==> config.mk <==
export PLATFORM = sky130hd
export DESIGN_NAME = can_buf_regs
export DESIGN_NICKNAME = d
export VERILOG_FILES = /design/src/can_buf_pkg.sv /design/src/can_buf_count.sv /design/src/can_buf_regs.sv
export SDC_FILE = /design/constraint.sdc
export NUM_CORES = 2
export LEC_CHECK = 0
export ABC_AREA = 1
export BUFFER_PORTS_ARGS = -buffer_cell sky130_fd_sc_hd__buf_4
export CAP_MARGIN = 20
export CORE_AREA = 2 2 554 281
export CTS_CLUSTER_DIAMETER = 50
export DETAILED_ROUTE_END_ITERATION = 6
export DIE_AREA = 0 0 556 283
export SYNTH_ARGS = -nofsm -noshare
export SYNTH_HDL_FRONTEND = slang
export SYNTH_SLANG_ARGS = --single-unit
==> constraint.sdc <==
create_clock -name REF_CLK -period 2 [get_ports REF_CLK]
set_clock_uncertainty 0.15 [all_clocks]
set_input_delay 0.4 -clock REF_CLK [delete_from_list [all_inputs] [get_ports REF_CLK]]
set_output_delay 0.4 -clock REF_CLK [all_outputs]
set_load 0.02 [all_outputs]
==> src/can_buf_pkg.sv <==
// constants and carrier types for the fifo control and message buffer words
// assumes a 16-bit register port clocked by REF_CLK
// Notes on behaviour
// - buffer_count_select at bits 15:13 picks 4,6,8,12,16,24,32 buffers; 111 is reserved.
// - fifo_start_index at bits 4:0 names the first fifo buffer, all ones is buffer 31.
// - bits 12:5 of fifo_control read as zero and ignore writes.
// - word 4 holds byte 2 low and byte 3 high, read/write, undefined at power-on.
// - word 5 holds byte 4 low and byte 5 high.
// - word 6 holds byte 6 low and byte 7 high.
// - on a received frame, word 7 bits 12:8 take the accepting filter number.
// - the filter-hit field is written only for receive buffers, never for transmit.
package can_buf_pkg;

	localparam int NUM_BUF = 32;
	localparam int IDX_W   = 5;

	// address: bits 6:2 buffer index, bits 1:0 word select; only 8'h80 picks control, other bit 7 addresses read zero
	localparam logic [7:0] ADDR_FIFO_CONTROL = 8'h80;
	localparam logic [1:0] WSEL_WORD4        = 2'h0;
	localparam logic [1:0] WSEL_WORD5        = 2'h1;
	localparam logic [1:0] WSEL_WORD6        = 2'h2;
	localparam logic [1:0] WSEL_WORD7        = 2'h3;

	localparam int CNT_MSB   = 15;
	localparam int CNT_LSB   = 13;
	localparam int START_MSB = 4;
	localparam int HIT_MSB   = 12;
	localparam int HIT_LSB   = 8;

	localparam logic [2:0]  CNT_RESET   = 3'h0;
	localparam logic [4:0]  START_RESET = 5'h00;
	localparam logic [15:0] WORD_RESET  = 16'h0000;

	typedef enum logic [2:0] {
		CNT_4, CNT_6, CNT_8, CNT_12, CNT_16, CNT_24, CNT_32, CNT_RSVD
	} buf_count_t;

	typedef struct packed {
		logic [7:0] addr;
		logic [15:0] wdata;
		logic        wr;
		logic        rd;
	} reg_req_t;

	typedef struct packed {
		logic             valid;
		logic [IDX_W-1:0] buffer;
		logic [7:0]       b2, b3, b4, b5, b6, b7;
		logic [4:0]       filter;
		logic             is_rx;
	} rx_store_t;

endpackage

==> src/can_buf_count.sv <==
// decodes the buffer count field into a number of buffers
// accepts any field value: the reserved value 111 decodes to 4 buffers with reserved set
`timescale 1ns/1ps
`default_nettype none
module can_buf_count
	import can_buf_pkg::*;
(
	input  wire logic [2:0] sel,
	output logic      [5:0] count,
	output logic            reserved
);
	always_comb
	begin
		reserved = 1'b0;
		unique case (buf_count_t'(sel))
			CNT_4:    count = 6'h04;
			CNT_6:    count = 6'h06;
			CNT_8:    count = 6'h08;
			CNT_12:   count = 6'h0C;
			CNT_16:   count = 6'h10;
			CNT_24:   count = 6'h18;
			CNT_32:   count = 6'h20;
			CNT_RSVD:
			begin
				count    = 6'h04;
				reserved = 1'b1;
			end
		endcase
	end
endmodule // can_buf_count
`default_nettype wire

==> src/can_buf_regs.sv <==
// fifo control register and the message buffer ram for words 4 to 7
// assumes the protocol engine delivers one store request per received frame
`timescale 1ns/1ps
`default_nettype none
module can_buf_regs
	import can_buf_pkg::*;
(
	input  wire logic                   REF_CLK,
	input  wire logic                   RESETN,
	input  wire logic [7:0]             ADDR,
	input  wire logic [15:0]            WDATA,
	input  wire logic                   WR,
	input  wire logic                   RD,
	output logic      [15:0]            RDATA,
	input  wire can_buf_pkg::rx_store_t STORE,
	output logic      [5:0]             BUF_COUNT,
	output logic      [4:0]             FIFO_START,
	output logic                        COUNT_RESERVED
);
	import can_buf_pkg::*;

	////////////////////////////////////////////////////////////////////////
	// reset release
	logic rst_meta;
	logic rst_n;

	always_ff @(posedge REF_CLK or negedge RESETN)
	begin
		if (!RESETN)
		begin
			rst_meta <= 1'b0;
			rst_n    <= 1'b0;
		end
		else
		begin
			rst_meta <= 1'b1;
			rst_n    <= rst_meta;
		end
	end

	////////////////////////////////////////////////////////////////////////
	// fifo control
	logic [2:0]  buffer_count_select;
	logic [4:0]  fifo_start_index;
	logic        ctl_hit;
	logic [4:0]  bidx;
	logic [1:0]  wsel;

	assign ctl_hit = (ADDR == ADDR_FIFO_CONTROL);
	assign bidx    = ADDR[6:2];
	assign wsel    = ADDR[1:0];

	always_ff @(posedge REF_CLK or negedge rst_n)
	begin
		if (!rst_n)
		begin
			buffer_count_select <= CNT_RESET;
			fifo_start_index    <= START_RESET;
		end
		else if (WR && ctl_hit)
		begin
			buffer_count_select <= WDATA[CNT_MSB:CNT_LSB];
			fifo_start_index    <= WDATA[START_MSB:0];
		end
	end

	can_buf_count u_count (
		.sel      (buffer_count_select),
		.count    (BUF_COUNT),
		.reserved (COUNT_RESERVED)
	);

	assign FIFO_START = fifo_start_index;

	////////////////////////////////////////////////////////////////////////
	// message buffer words, no reset: contents undefined at power-on
	logic [15:0] word4 [NUM_BUF];
	logic [15:0] word5 [NUM_BUF];
	logic [15:0] word6 [NUM_BUF];
	logic [4:0]  hit   [NUM_BUF];
	logic        sw_wr;

	assign sw_wr = WR && !ADDR[7];

	// a software write to a word wins over a store to that word of any buffer; the engine
	// writes a word only in cycles with no software write to that word
	always_ff @(posedge REF_CLK)
	begin
		if (sw_wr && wsel == WSEL_WORD4)
			word4[bidx] <= WDATA;
		else if (STORE.valid)
			word4[STORE.buffer] <= {STORE.b3, STORE.b2};
	end

	always_ff @(posedge REF_CLK)
	begin
		if (sw_wr && wsel == WSEL_WORD5)
			word5[bidx] <= WDATA;
		else if (STORE.valid)
			word5[STORE.buffer] <= {STORE.b5, STORE.b4};
	end

	always_ff @(posedge REF_CLK)
	begin
		if (sw_wr && wsel == WSEL_WORD6)
			word6[bidx] <= WDATA;
		else if (STORE.valid)
			word6[STORE.buffer] <= {STORE.b7, STORE.b6};
	end

	always_ff @(posedge REF_CLK)
	begin
		if (sw_wr && wsel == WSEL_WORD7)
			hit[bidx] <= WDATA[HIT_MSB:HIT_LSB];
		else if (STORE.valid && STORE.is_rx)
			hit[STORE.buffer] <= STORE.filter;
	end

	////////////////////////////////////////////////////////////////////////
	// read port, data one cycle after the strobe
	logic [15:0] next_rdata;

	always_comb
	begin
		next_rdata = WORD_RESET;
		if (ctl_hit)
		begin
			next_rdata[CNT_MSB:CNT_LSB] = buffer_count_select;
			next_rdata[START_MSB:0]     = fifo_start_index;
		end
		else if (!ADDR[7])
		begin
			unique case (wsel)
				WSEL_WORD4: next_rdata = word4[bidx];
				WSEL_WORD5: next_rdata = word5[bidx];
				WSEL_WORD6: next_rdata = word6[bidx];
				WSEL_WORD7: next_rdata[HIT_MSB:HIT_LSB] = hit[bidx];
			endcase
		end
	end

	always_ff @(posedge REF_CLK or negedge rst_n)
	begin
		if (!rst_n)
			RDATA <= WORD_RESET;
		else if (RD)
			RDATA <= next_rdata;
		else
			RDATA <= WORD_RESET;
	end

	////////////////////////////////////////////////////////////////////////
	// checks
	property p_ctl_read;
		@(posedge REF_CLK) disable iff (!rst_n)
		(RD && ctl_hit) |=> (RDATA[12:5] == 8'h00 &&
			RDATA[4:0] == $past(fifo_start_index));
	endproperty
	a_ctl_read: assert property (p_ctl_read) else $error("ctl read bad");

	property p_ctl_write;
		@(posedge REF_CLK) disable iff (!rst_n)
		(WR && ctl_hit) |=> (buffer_count_select == $past(WDATA[15:13]) &&
			fifo_start_index == $past(WDATA[4:0]));
	endproperty
	a_ctl_write: assert property (p_ctl_write) else $error("ctl write bad");

	property p_count32;
		@(posedge REF_CLK) disable iff (!rst_n)
		(buffer_count_select == 3'h6) |-> (BUF_COUNT == 6'h20);
	endproperty
	a_count32: assert property (p_count32) else $error("count 32 bad");

	property p_count24;
		@(posedge REF_CLK) disable iff (!rst_n)
		(buffer_count_select == 3'h5) |-> (BUF_COUNT == 6'h18 &&
			!COUNT_RESERVED);
	endproperty
	a_count24: assert property (p_count24) else $error("count 24 bad");

	property p_store_hit;
		@(posedge REF_CLK) disable iff (!rst_n)
		(STORE.valid && STORE.is_rx && !(WR && !ADDR[7]))
		##1 (RD && !ADDR[7] && ADDR[1:0] == 2'h3 &&
			ADDR[6:2] == $past(STORE.buffer))
		|=> (RDATA[12:8] == $past(STORE.filter, 2));
	endproperty
	a_store_hit: assert property (p_store_hit) else $error("hit bad");

	property p_store_w4;
		@(posedge REF_CLK) disable iff (!rst_n)
		(STORE.valid && !(WR && !ADDR[7]))
		##1 (RD && !ADDR[7] && ADDR[1:0] == 2'h0 &&
			ADDR[6:2] == $past(STORE.buffer))
		|=> (RDATA == {$past(STORE.b3, 2), $past(STORE.b2, 2)});
	endproperty
	a_store_w4: assert property (p_store_w4) else $error("word4 bad");

	property p_store_w5;
		@(posedge REF_CLK) disable iff (!rst_n)
		(STORE.valid && !(WR && !ADDR[7]))
		##1 (RD && !ADDR[7] && ADDR[1:0] == 2'h1 &&
			ADDR[6:2] == $past(STORE.buffer))
		|=> (RDATA == {$past(STORE.b5, 2), $past(STORE.b4, 2)});
	endproperty
	a_store_w5: assert property (p_store_w5) else $error("word5 bad");

	property p_store_w6;
		@(posedge REF_CLK) disable iff (!rst_n)
		(STORE.valid && !(WR && !ADDR[7]))
		##1 (RD && !ADDR[7] && ADDR[1:0] == 2'h2 &&
			ADDR[6:2] == $past(STORE.buffer))
		|=> (RDATA == {$past(STORE.b7, 2), $past(STORE.b6, 2)});
	endproperty
	a_store_w6: assert property (p_store_w6) else $error("word6 bad");

	property p_tx_keep;
		@(posedge REF_CLK) disable iff (!rst_n)
		(STORE.valid && !STORE.is_rx && !(WR && !ADDR[7]))
		|=> (hit[$past(STORE.buffer)] == $past(hit[STORE.buffer]));
	endproperty
	a_tx_keep: assert property (p_tx_keep) else $error("tx hit written");

	property p_idle_rdata;
		@(posedge REF_CLK) disable iff (!rst_n)
		!RD |=> (RDATA == 16'h0000);
	endproperty
	a_idle_rdata: assert property (p_idle_rdata) else $error("rdata held");

	////////////////////////////////////////////////////////////////////////
	// count decode checks, one per field value except 24 and 32
	property p_count4;
		@(posedge REF_CLK) disable iff (!rst_n)
		(buffer_count_select == CNT_4) |-> (BUF_COUNT == 6'h04);
	endproperty
	a_count4: assert property (p_count4) else $error("count 4 bad");

	property p_count6;
		@(posedge REF_CLK) disable iff (!rst_n)
		(buffer_count_select == CNT_6) |-> (BUF_COUNT == 6'h06);
	endproperty
	a_count6: assert property (p_count6) else $error("count 6 bad");

	property p_count8;
		@(posedge REF_CLK) disable iff (!rst_n)
		(buffer_count_select == CNT_8) |-> (BUF_COUNT == 6'h08);
	endproperty
	a_count8: assert property (p_count8) else $error("count 8 bad");

	property p_count12;
		@(posedge REF_CLK) disable iff (!rst_n)
		(buffer_count_select == CNT_12) |-> (BUF_COUNT == 6'h0C);
	endproperty
	a_count12: assert property (p_count12) else $error("count 12 bad");

	property p_count16;
		@(posedge REF_CLK) disable iff (!rst_n)
		(buffer_count_select == CNT_16) |-> (BUF_COUNT == 6'h10);
	endproperty
	a_count16: assert property (p_count16) else $error("count 16 bad");

	property p_rsvd;
		@(posedge REF_CLK) disable iff (!rst_n)
		(buffer_count_select == CNT_RSVD) |-> (COUNT_RESERVED &&
			BUF_COUNT == 6'h04);
	endproperty
	a_rsvd: assert property (p_rsvd) else $error("reserved bad");

	property p_not_rsvd;
		@(posedge REF_CLK) disable iff (!rst_n)
		(buffer_count_select != CNT_RSVD) |-> !COUNT_RESERVED;
	endproperty
	a_not_rsvd: assert property (p_not_rsvd) else $error("flag bad");

	////////////////////////////////////////////////////////////////////////
	// control and read port checks
	property p_ctl_hold;
		@(posedge REF_CLK) disable iff (!rst_n)
		!(WR && ctl_hit) |=> ($stable(buffer_count_select) &&
			$stable(fifo_start_index));
	endproperty
	a_ctl_hold: assert property (p_ctl_hold) else $error("ctl moved");

	property p_ctl_count;
		@(posedge REF_CLK) disable iff (!rst_n)
		(RD && ctl_hit) |=> (RDATA[CNT_MSB:CNT_LSB] ==
			$past(buffer_count_select));
	endproperty
	a_ctl_count: assert property (p_ctl_count) else $error("count rd");

	property p_other_zero;
		@(posedge REF_CLK) disable iff (!rst_n)
		(RD && ADDR[7] && !ctl_hit) |=> (RDATA == WORD_RESET);
	endproperty
	a_other_zero: assert property (p_other_zero) else $error("hole");

	property p_w7_zero;
		@(posedge REF_CLK) disable iff (!rst_n)
		(RD && !ADDR[7] && wsel == WSEL_WORD7)
		|=> (RDATA[15:13] == 3'h0 && RDATA[7:0] == 8'h00);
	endproperty
	a_w7_zero: assert property (p_w7_zero) else $error("word7 pad");

	////////////////////////////////////////////////////////////////////////
	// write, a quiet cycle, then a read of the same word
	property p_sw_w4;
		@(posedge REF_CLK) disable iff (!rst_n)
		(sw_wr && wsel == WSEL_WORD4) ##1 (!WR && !STORE.valid)
		##1 (RD && ADDR == $past(ADDR, 2))
		|=> (RDATA == $past(WDATA, 3));
	endproperty
	a_sw_w4: assert property (p_sw_w4) else $error("word4 wr bad");

	property p_sw_w5;
		@(posedge REF_CLK) disable iff (!rst_n)
		(sw_wr && wsel == WSEL_WORD5) ##1 (!WR && !STORE.valid)
		##1 (RD && ADDR == $past(ADDR, 2))
		|=> (RDATA == $past(WDATA, 3));
	endproperty
	a_sw_w5: assert property (p_sw_w5) else $error("word5 wr bad");

	property p_sw_w6;
		@(posedge REF_CLK) disable iff (!rst_n)
		(sw_wr && wsel == WSEL_WORD6) ##1 (!WR && !STORE.valid)
		##1 (RD && ADDR == $past(ADDR, 2))
		|=> (RDATA == $past(WDATA, 3));
	endproperty
	a_sw_w6: assert property (p_sw_w6) else $error("word6 wr bad");

	property p_sw_w7;
		@(posedge REF_CLK) disable iff (!rst_n)
		(sw_wr && wsel == WSEL_WORD7) ##1 (!WR && !STORE.valid)
		##1 (RD && ADDR == $past(ADDR, 2))
		|=> (RDATA[HIT_MSB:HIT_LSB] == $past(WDATA[HIT_MSB:HIT_LSB], 3));
	endproperty
	a_sw_w7: assert property (p_sw_w7) else $error("word7 wr bad");

	// a receive store the software leaves alone must show in hit the next cycle
	property p_rx_hit;
		@(posedge REF_CLK) disable iff (!rst_n)
		(STORE.valid && STORE.is_rx && !(sw_wr && wsel == WSEL_WORD7))
		|=> (hit[$past(STORE.buffer)] == $past(STORE.filter));
	endproperty
	a_rx_hit: assert property (p_rx_hit) else $error("hit not kept");

	////////////////////////////////////////////////////////////////////////
	// covers
	c_ctl_rw:   cover property (@(posedge REF_CLK)
		(WR && ctl_hit) ##2 (RD && ctl_hit));
	c_rx_store: cover property (@(posedge REF_CLK) STORE.valid && STORE.is_rx);
	c_tx_store: cover property (@(posedge REF_CLK) STORE.valid && !STORE.is_rx);
	c_rsvd:     cover property (@(posedge REF_CLK) COUNT_RESERVED);
	c_st_rd:    cover property (@(posedge REF_CLK) STORE.valid ##1 RD);

endmodule // can_buf_regs
`default_nettype wire

# == Word-level counts from Yosys, hierarchy flattened ==
# Memory sizes are Yosys's and may differ from the RTL's.
# Cells that the tools add are included.
# word_totals
ram_bits,1696
elab_cells,75
ff_bits,26
out_inout_bits,28
n_memories,4
input_bits,88
# classes
muxes,40
n_eq_ne,11
reduce_logical,15
# mem_list
name,depth,word_bits,read_ports,rd_clocked_by_memory_dff,wr,line_no,rtl
word4,32,16,1,0,1,can_buf_regs.sv:77,logic [15:0] word4 [NUM_BUF];
word5,32,16,1,0,1,can_buf_regs.sv:78,logic [15:0] word5 [NUM_BUF];
word6,32,16,1,0,1,can_buf_regs.sv:79,logic [15:0] word6 [NUM_BUF];
hit,32,5,1,0,1,can_buf_regs.sv:80,logic [4:0] hit [NUM_BUF];
# ops
cell,count
16-bit two-way mux,5
16-bit OR reduction,3
6-bit case mux with 7 select lines,1
5-bit two-way mux,6
8-bit case mux with 3 select lines,1
1-bit two-way mux,23
5-bit case mux with 4 select lines,1
"3-bit == test, second input constant",4
3-bit case mux with 3 select lines,1
"8-bit == test, second input constant",1
8-bit two-way mux,1
1-bit logical AND,7
"3-bit by 2-bit == test with 1-bit output, second input constant",2
5-bit OR reduction,1
"2-bit == test, second input constant",2
"3-bit by 1-bit == test with 1-bit output, second input constant",1
3-bit logical NOT,1
3-bit two-way mux,1
"2-bit by 1-bit == test with 1-bit output, second input constant",1
2-bit logical NOT,1
2-bit OR reduction,1
1-bit logical NOT,1

# == Depth between registers and ports, before layout ==
# logic_depth
word_depth,7
ltp_mapped,16

# == Cells and area by module ==
# A second synthesis with hierarchy kept.
# hier_totals
cells_unflattened,5689
area_unflattened_um2,70197.3
# by_module_without_submodules
mod,area_per_inst_um2,n_inst,cells_each,seq_area_each_um2
can_buf_regs,70131.0,1,5674,51579.5
can_buf_count,66.3,1,15,0.0

# == Worst setup path after synthesis ==
# Ideal clock, no wire load.
# synth_path
path_type,input port to flip-flop
start,input port WR
end,memory word4[0][13] (data pin)
cell_stages,8
arrival_time_ps,2269
path_buffers,2
setup_slack_ps,-796
t_required_ps,1473
cell_sequence,inv_1 > nor2_1 > nand2_1 > nand2_1 > buf_2 > buf_1 > nor2_1 > a21oi_1
# synth_between
elab_chain_len,6
# synth_rtl
element,line_no,rtl
"start, declared",can_buf_regs.sv:12,"input wire logic WR,"
1-bit logical AND,can_buf_regs.sv:83,assign sw_wr = WR && !ADDR[7];
1-bit logical AND,can_buf_regs.sv:89,if (sw_wr && wsel == WSEL_WORD4)
1-bit two-way mux,can_buf_regs.sv:89,
1-bit two-way mux (not written as such),can_buf_regs.sv:92,"word4[STORE.buffer] <= {STORE.b3, STORE.b2};"
16-bit OR reduction (no line),-,
16-bit two-way mux (no line),-,
"end, declared",can_buf_regs.sv:77,
# No other way between the ends.

# == Worst setup path in the final report ==
# layout_path
start,register buffer_count_select[1]
end,output port BUF_COUNT[3]
# layout_between
elab_chain_len,3
# layout_rtl
element,line_no,rtl
"start, declared",can_buf_regs.sv:43,logic [2:0] buffer_count_select;
"start signal, assigned",can_buf_regs.sv:62,buffer_count_select <= WDATA[CNT_MSB:CNT_LSB];
3-bit == test / 3-bit logical NOT (equally long branches),can_buf_count.sv:15,unique case (buf_count_t'(sel))
2-bit OR reduction (no line),-,
6-bit case mux with 7 select lines (*),can_buf_count.sv:15,
"end, declared",can_buf_regs.sv:16,"output logic [5:0] BUF_COUNT,"
# Mark *: on every way between the ends. The rest lies on a longest branch, timed or not. The select of a mux whose other input is x is not followed.

==> key figures <==
Logic synthesis
  – Warnings from Yosys: 0
  – Synthesized netlist cell count: 6408
  – Mapped cell area: around 71000 um^2
  – Flop and latch count out of synthesis: approximately 1700
  – Sequential element share of the synthesized area: 0.723
  – Post-Syn Nets: ~6500
  – Distinct cell type count of the synthesized netlist: 27
  – Post-Synthesis Mean Instance Area: roughly 11 um^2

Power and ir drop
  – Share of total power in sequential cells: 0.521
  – Reported leakage power: about 33 nW
  – Peak supply drop: approximately 700 uV
  – Net Sw Frac: 0.244
  – Share of total power in combinational logic: 0.104
  – Share of power burned in the clock network: 0.375
  – Power per unit of standard cell area: around 890 nW/um^2
  – Sw Pwr: ~0.019 W
  – Internal portion of total power: around 0.059 W

STA
  – Final hold violation count: 0
  – Setup repair after global routing missed its margin: true
  – Fin crit period: between 2 and 2.5 ns
  – Least-Margin Pin Slew: between 0.8 and 0.9 ns
  – Relative slew margins: 0.403
  – FMAX: between 400 and 500 MHz
  – Final Cycle Share: 1.12
  – Pins over their slew limit: 0
  – Final setup violation count: 6
  – Least setup slack across all paths after layout: -0.245 ns
  – Post-Route Setup TNS: -1.11 ns

Route
  – Via-per-instance ratio: 5.58
  – Number of search-and-repair iterations in the first detailed-routing pass: 6
  – Post-DRT Antenna Nets: 0
  – Post-detailed-route wirelength per cell: 24.4 um
  – Drt drc: 0
  – Drt first-iter violations: roughly 7700
  – Detailed Route WL: approximately 220000 um
  – DR vias: just over 50000

Global routing
  – Grt total ovfl: 0
  – Maximum number of pins on one net before global-route repair: 66
  – Total routing usage reported by global routing: 0.281
  – Global-route wire length before repair: around 320000 um
  – Number of global-route vias before repair: 46732
  – Antenna violations before repair: 8

Floorplanning
  – Effective utilization at floorplan: 0.466
  – Die width: approximately 560 um
  – Std-Cell Rows: about 100
  – Chip height: roughly 280 um
  – Count of pins on the block boundary: 116
  – Core Box Area: ~150000 um^2
  – Die Footprint: about 160000 um^2

Clock network
  – Maximum count of clock buffers along a single path: 4
  – Clock Tree Root: sky130_fd_sc_hd__clkbuf_16
  – Clock latency on the worst-skew pair: roughly 0.82 ns
  – TritonCTS clock tree: built
  – TritonCTS sink count: about 1700
  – Post-CTS clock slew at the launch and capture registers of the worst setup and hold paths: approximately 0.070 ns
  – H-tree level count: 4
  – Total CTS buffers: about 160

Placement
  – Post-detailed-placement cell area: between 80000 and 90000 um^2
  – Number of port buffers: approximately 110
  – RD Place Congestion: 0.906
  – Worst slack, placed: -0.793 ns
  – Detail Placement HPWL: around 150000 um

Min path
  – Class of the tightest hold or removal check: in2reg

Outcome
  – Violated checks: setup timing
  – Run status: finished, violations left

Final layout
  – Final cell area excluding filler cells: 87900 um^2
  – Layout area overhead: 23.1%
  – Final nets: 7074
  – Final design utilization: 0.574
  – Proportion of layout cells with a drive suffix above 1: 0.179

Flow run
  – Max-cap violations: 0

Worst setup path
  – Largest driver fanout on the critical path: 2
  – Critical path class: reg2out
  – Category of the worst setup path capture point: output port
  – Startpoint Class: flop
  – Required time worst endpoint: between 1 and 1.5 ns
  – Data arrival at the endpoint of the critical path: 1.69 ns
synthesized netlist by cell type, drive strengths merged:
cell	n	share of area
clkinv	1	0.000053
dfrtp	26	0.0091
clkbuf	143	0.0075
nor3	10	0.00070
a22o	2	0.00025
conb	2	0.00011
inv	218	0.012
nor2	792	0.042
o21ai	279	0.020
edfxtp	1696	0.71
or2	1	0.000088
nand4	2	0.00018
o211ai	6	0.00063
mux2	29	0.0046
nand3	839	0.059
a21oi	143	0.010
nand2	1996	0.11
buf	223	0.016
cells by family after synthesis:
family,after synthesis,synth area share
compound gates,430,0.0305
buf+inv,585,0.0350
flops,1722,0.723
mux,29,0.00458
other cells,2,0.000105
simple gates,3640,0.207
per-stage QoR:
stage	hold slack, ns	cells	power, W
3_5_place_dp	0.0347	8832	0.0496
2_1_floorplan	-0.0456	6408	0.0453
4_1_cts	0.00162	9123	0.0786
3_3_place_gp	0.0340	8832	0.0495
5_1_grt	0.0260	9127	0.0808
6_report	0.0314	9128	0.0785
critical path, cell delays in order (launching register included):
cell	delay, ns
sky130_fd_sc_hd__dfrtp_1	0.38
sky130_fd_sc_hd__or2_4	0.26
sky130_fd_sc_hd__a21oi_2	0.12
sky130_fd_sc_hd__buf_4	0.15
path summary, 6_finish.rpt:
| path | start | endpoint | slack, ns | cells past startpoint |
|---|---|---|---|---|
| min reg2reg | rst_meta | rst_n | 0.20 | 0 |
| min in group asynchronous | rst_n | RDATA[15] | 0.25 | 0 |
| min | ADDR[7] | RDATA[11] | 0.03 | 6 |
| max | buffer_count_select[1] | BUF_COUNT[3] | -0.24 | 3 |
| max in group asynchronous | rst_n | RDATA[3] | 0.83 | 0 |
| max reg2reg | word4[19][14] | RDATA[14] | 0.06 | 10 |
flip-flops by register name (all words and copies together) (netlist names):
signal,flops
FIFO_START,5
RDATA,16
buffer_count_select,3
hit,160
rst_meta,1
rst_n,1
word4,512
word5,512
word6,512
power by group through the flow:
stage                     clock (W)  sequential (W)  combinational [W]
after floorplan                   0          0.0416            0.00372
after CTS                    0.0298          0.0409            0.00799
final                        0.0294          0.0409            0.00818
after detailed placement          0          0.0417            0.00793
after global routing         0.0312          0.0409            0.00869
after global placement            0          0.0416            0.00785
metal layers:
layer / GRT usage / vias to the layer above / routed length, um / share of wire
met5: 0 / - / 0 / 0
met4: 0.0554 / 0 / 4320 / 0.019
met3: 0.0809 / 260 / 28800 / 0.13
met2: 0.358 / 2703 / 85100 / 0.38
met1: 0.466 / 24825 / 104000 / 0.47
li1: - / 23120 / - / -
placed cells by master, fill, tap and decap left out, types with 112 or more instances in the layout:
master / count
sky130_fd_sc_hd__buf_12: 261
sky130_fd_sc_hd__inv_1: 192
sky130_fd_sc_hd__nor2_1: 670
sky130_fd_sc_hd__nand3_1: 827
sky130_fd_sc_hd__nor2_4: 112
sky130_fd_sc_hd__o21ai_0: 244
sky130_fd_sc_hd__nand2_1: 1942
sky130_fd_sc_hd__edfxtp_1: 1696
sky130_fd_sc_hd__clkbuf_16: 165
sky130_fd_sc_hd__a21oi_1: 117
sky130_fd_sc_hd__buf_4: 498
final cells by class:
| type | count | area [um^2] |
|---|---|---|
| Antenna cell | 1 | 2.50 |
| Clock inverter | 77 | 547 |
| Inverter | 219 | 866 |
| Tap cell | 2028 | 2540 |
| Timing Repair Buffer | 779 | 9200 |
| Fill cell | 12459 | 65200 |
| Clock buffer | 201 | 4270 |
| Multi-Input combinational cell | 4101 | 18800 |
| Sequential cell | 1722 | 51600 |
what timing repair did:
action | in CTS | in global routing
setup buffers | 2 | 4
hold buffers | 11 | 0
resized for setup | 18 | 31
hold endpoints to repair | 34 | 0
endpoints found under the setup margin | 13 | 52
pin swaps | 1 | 0
Power figures use the tool's default switching activity.
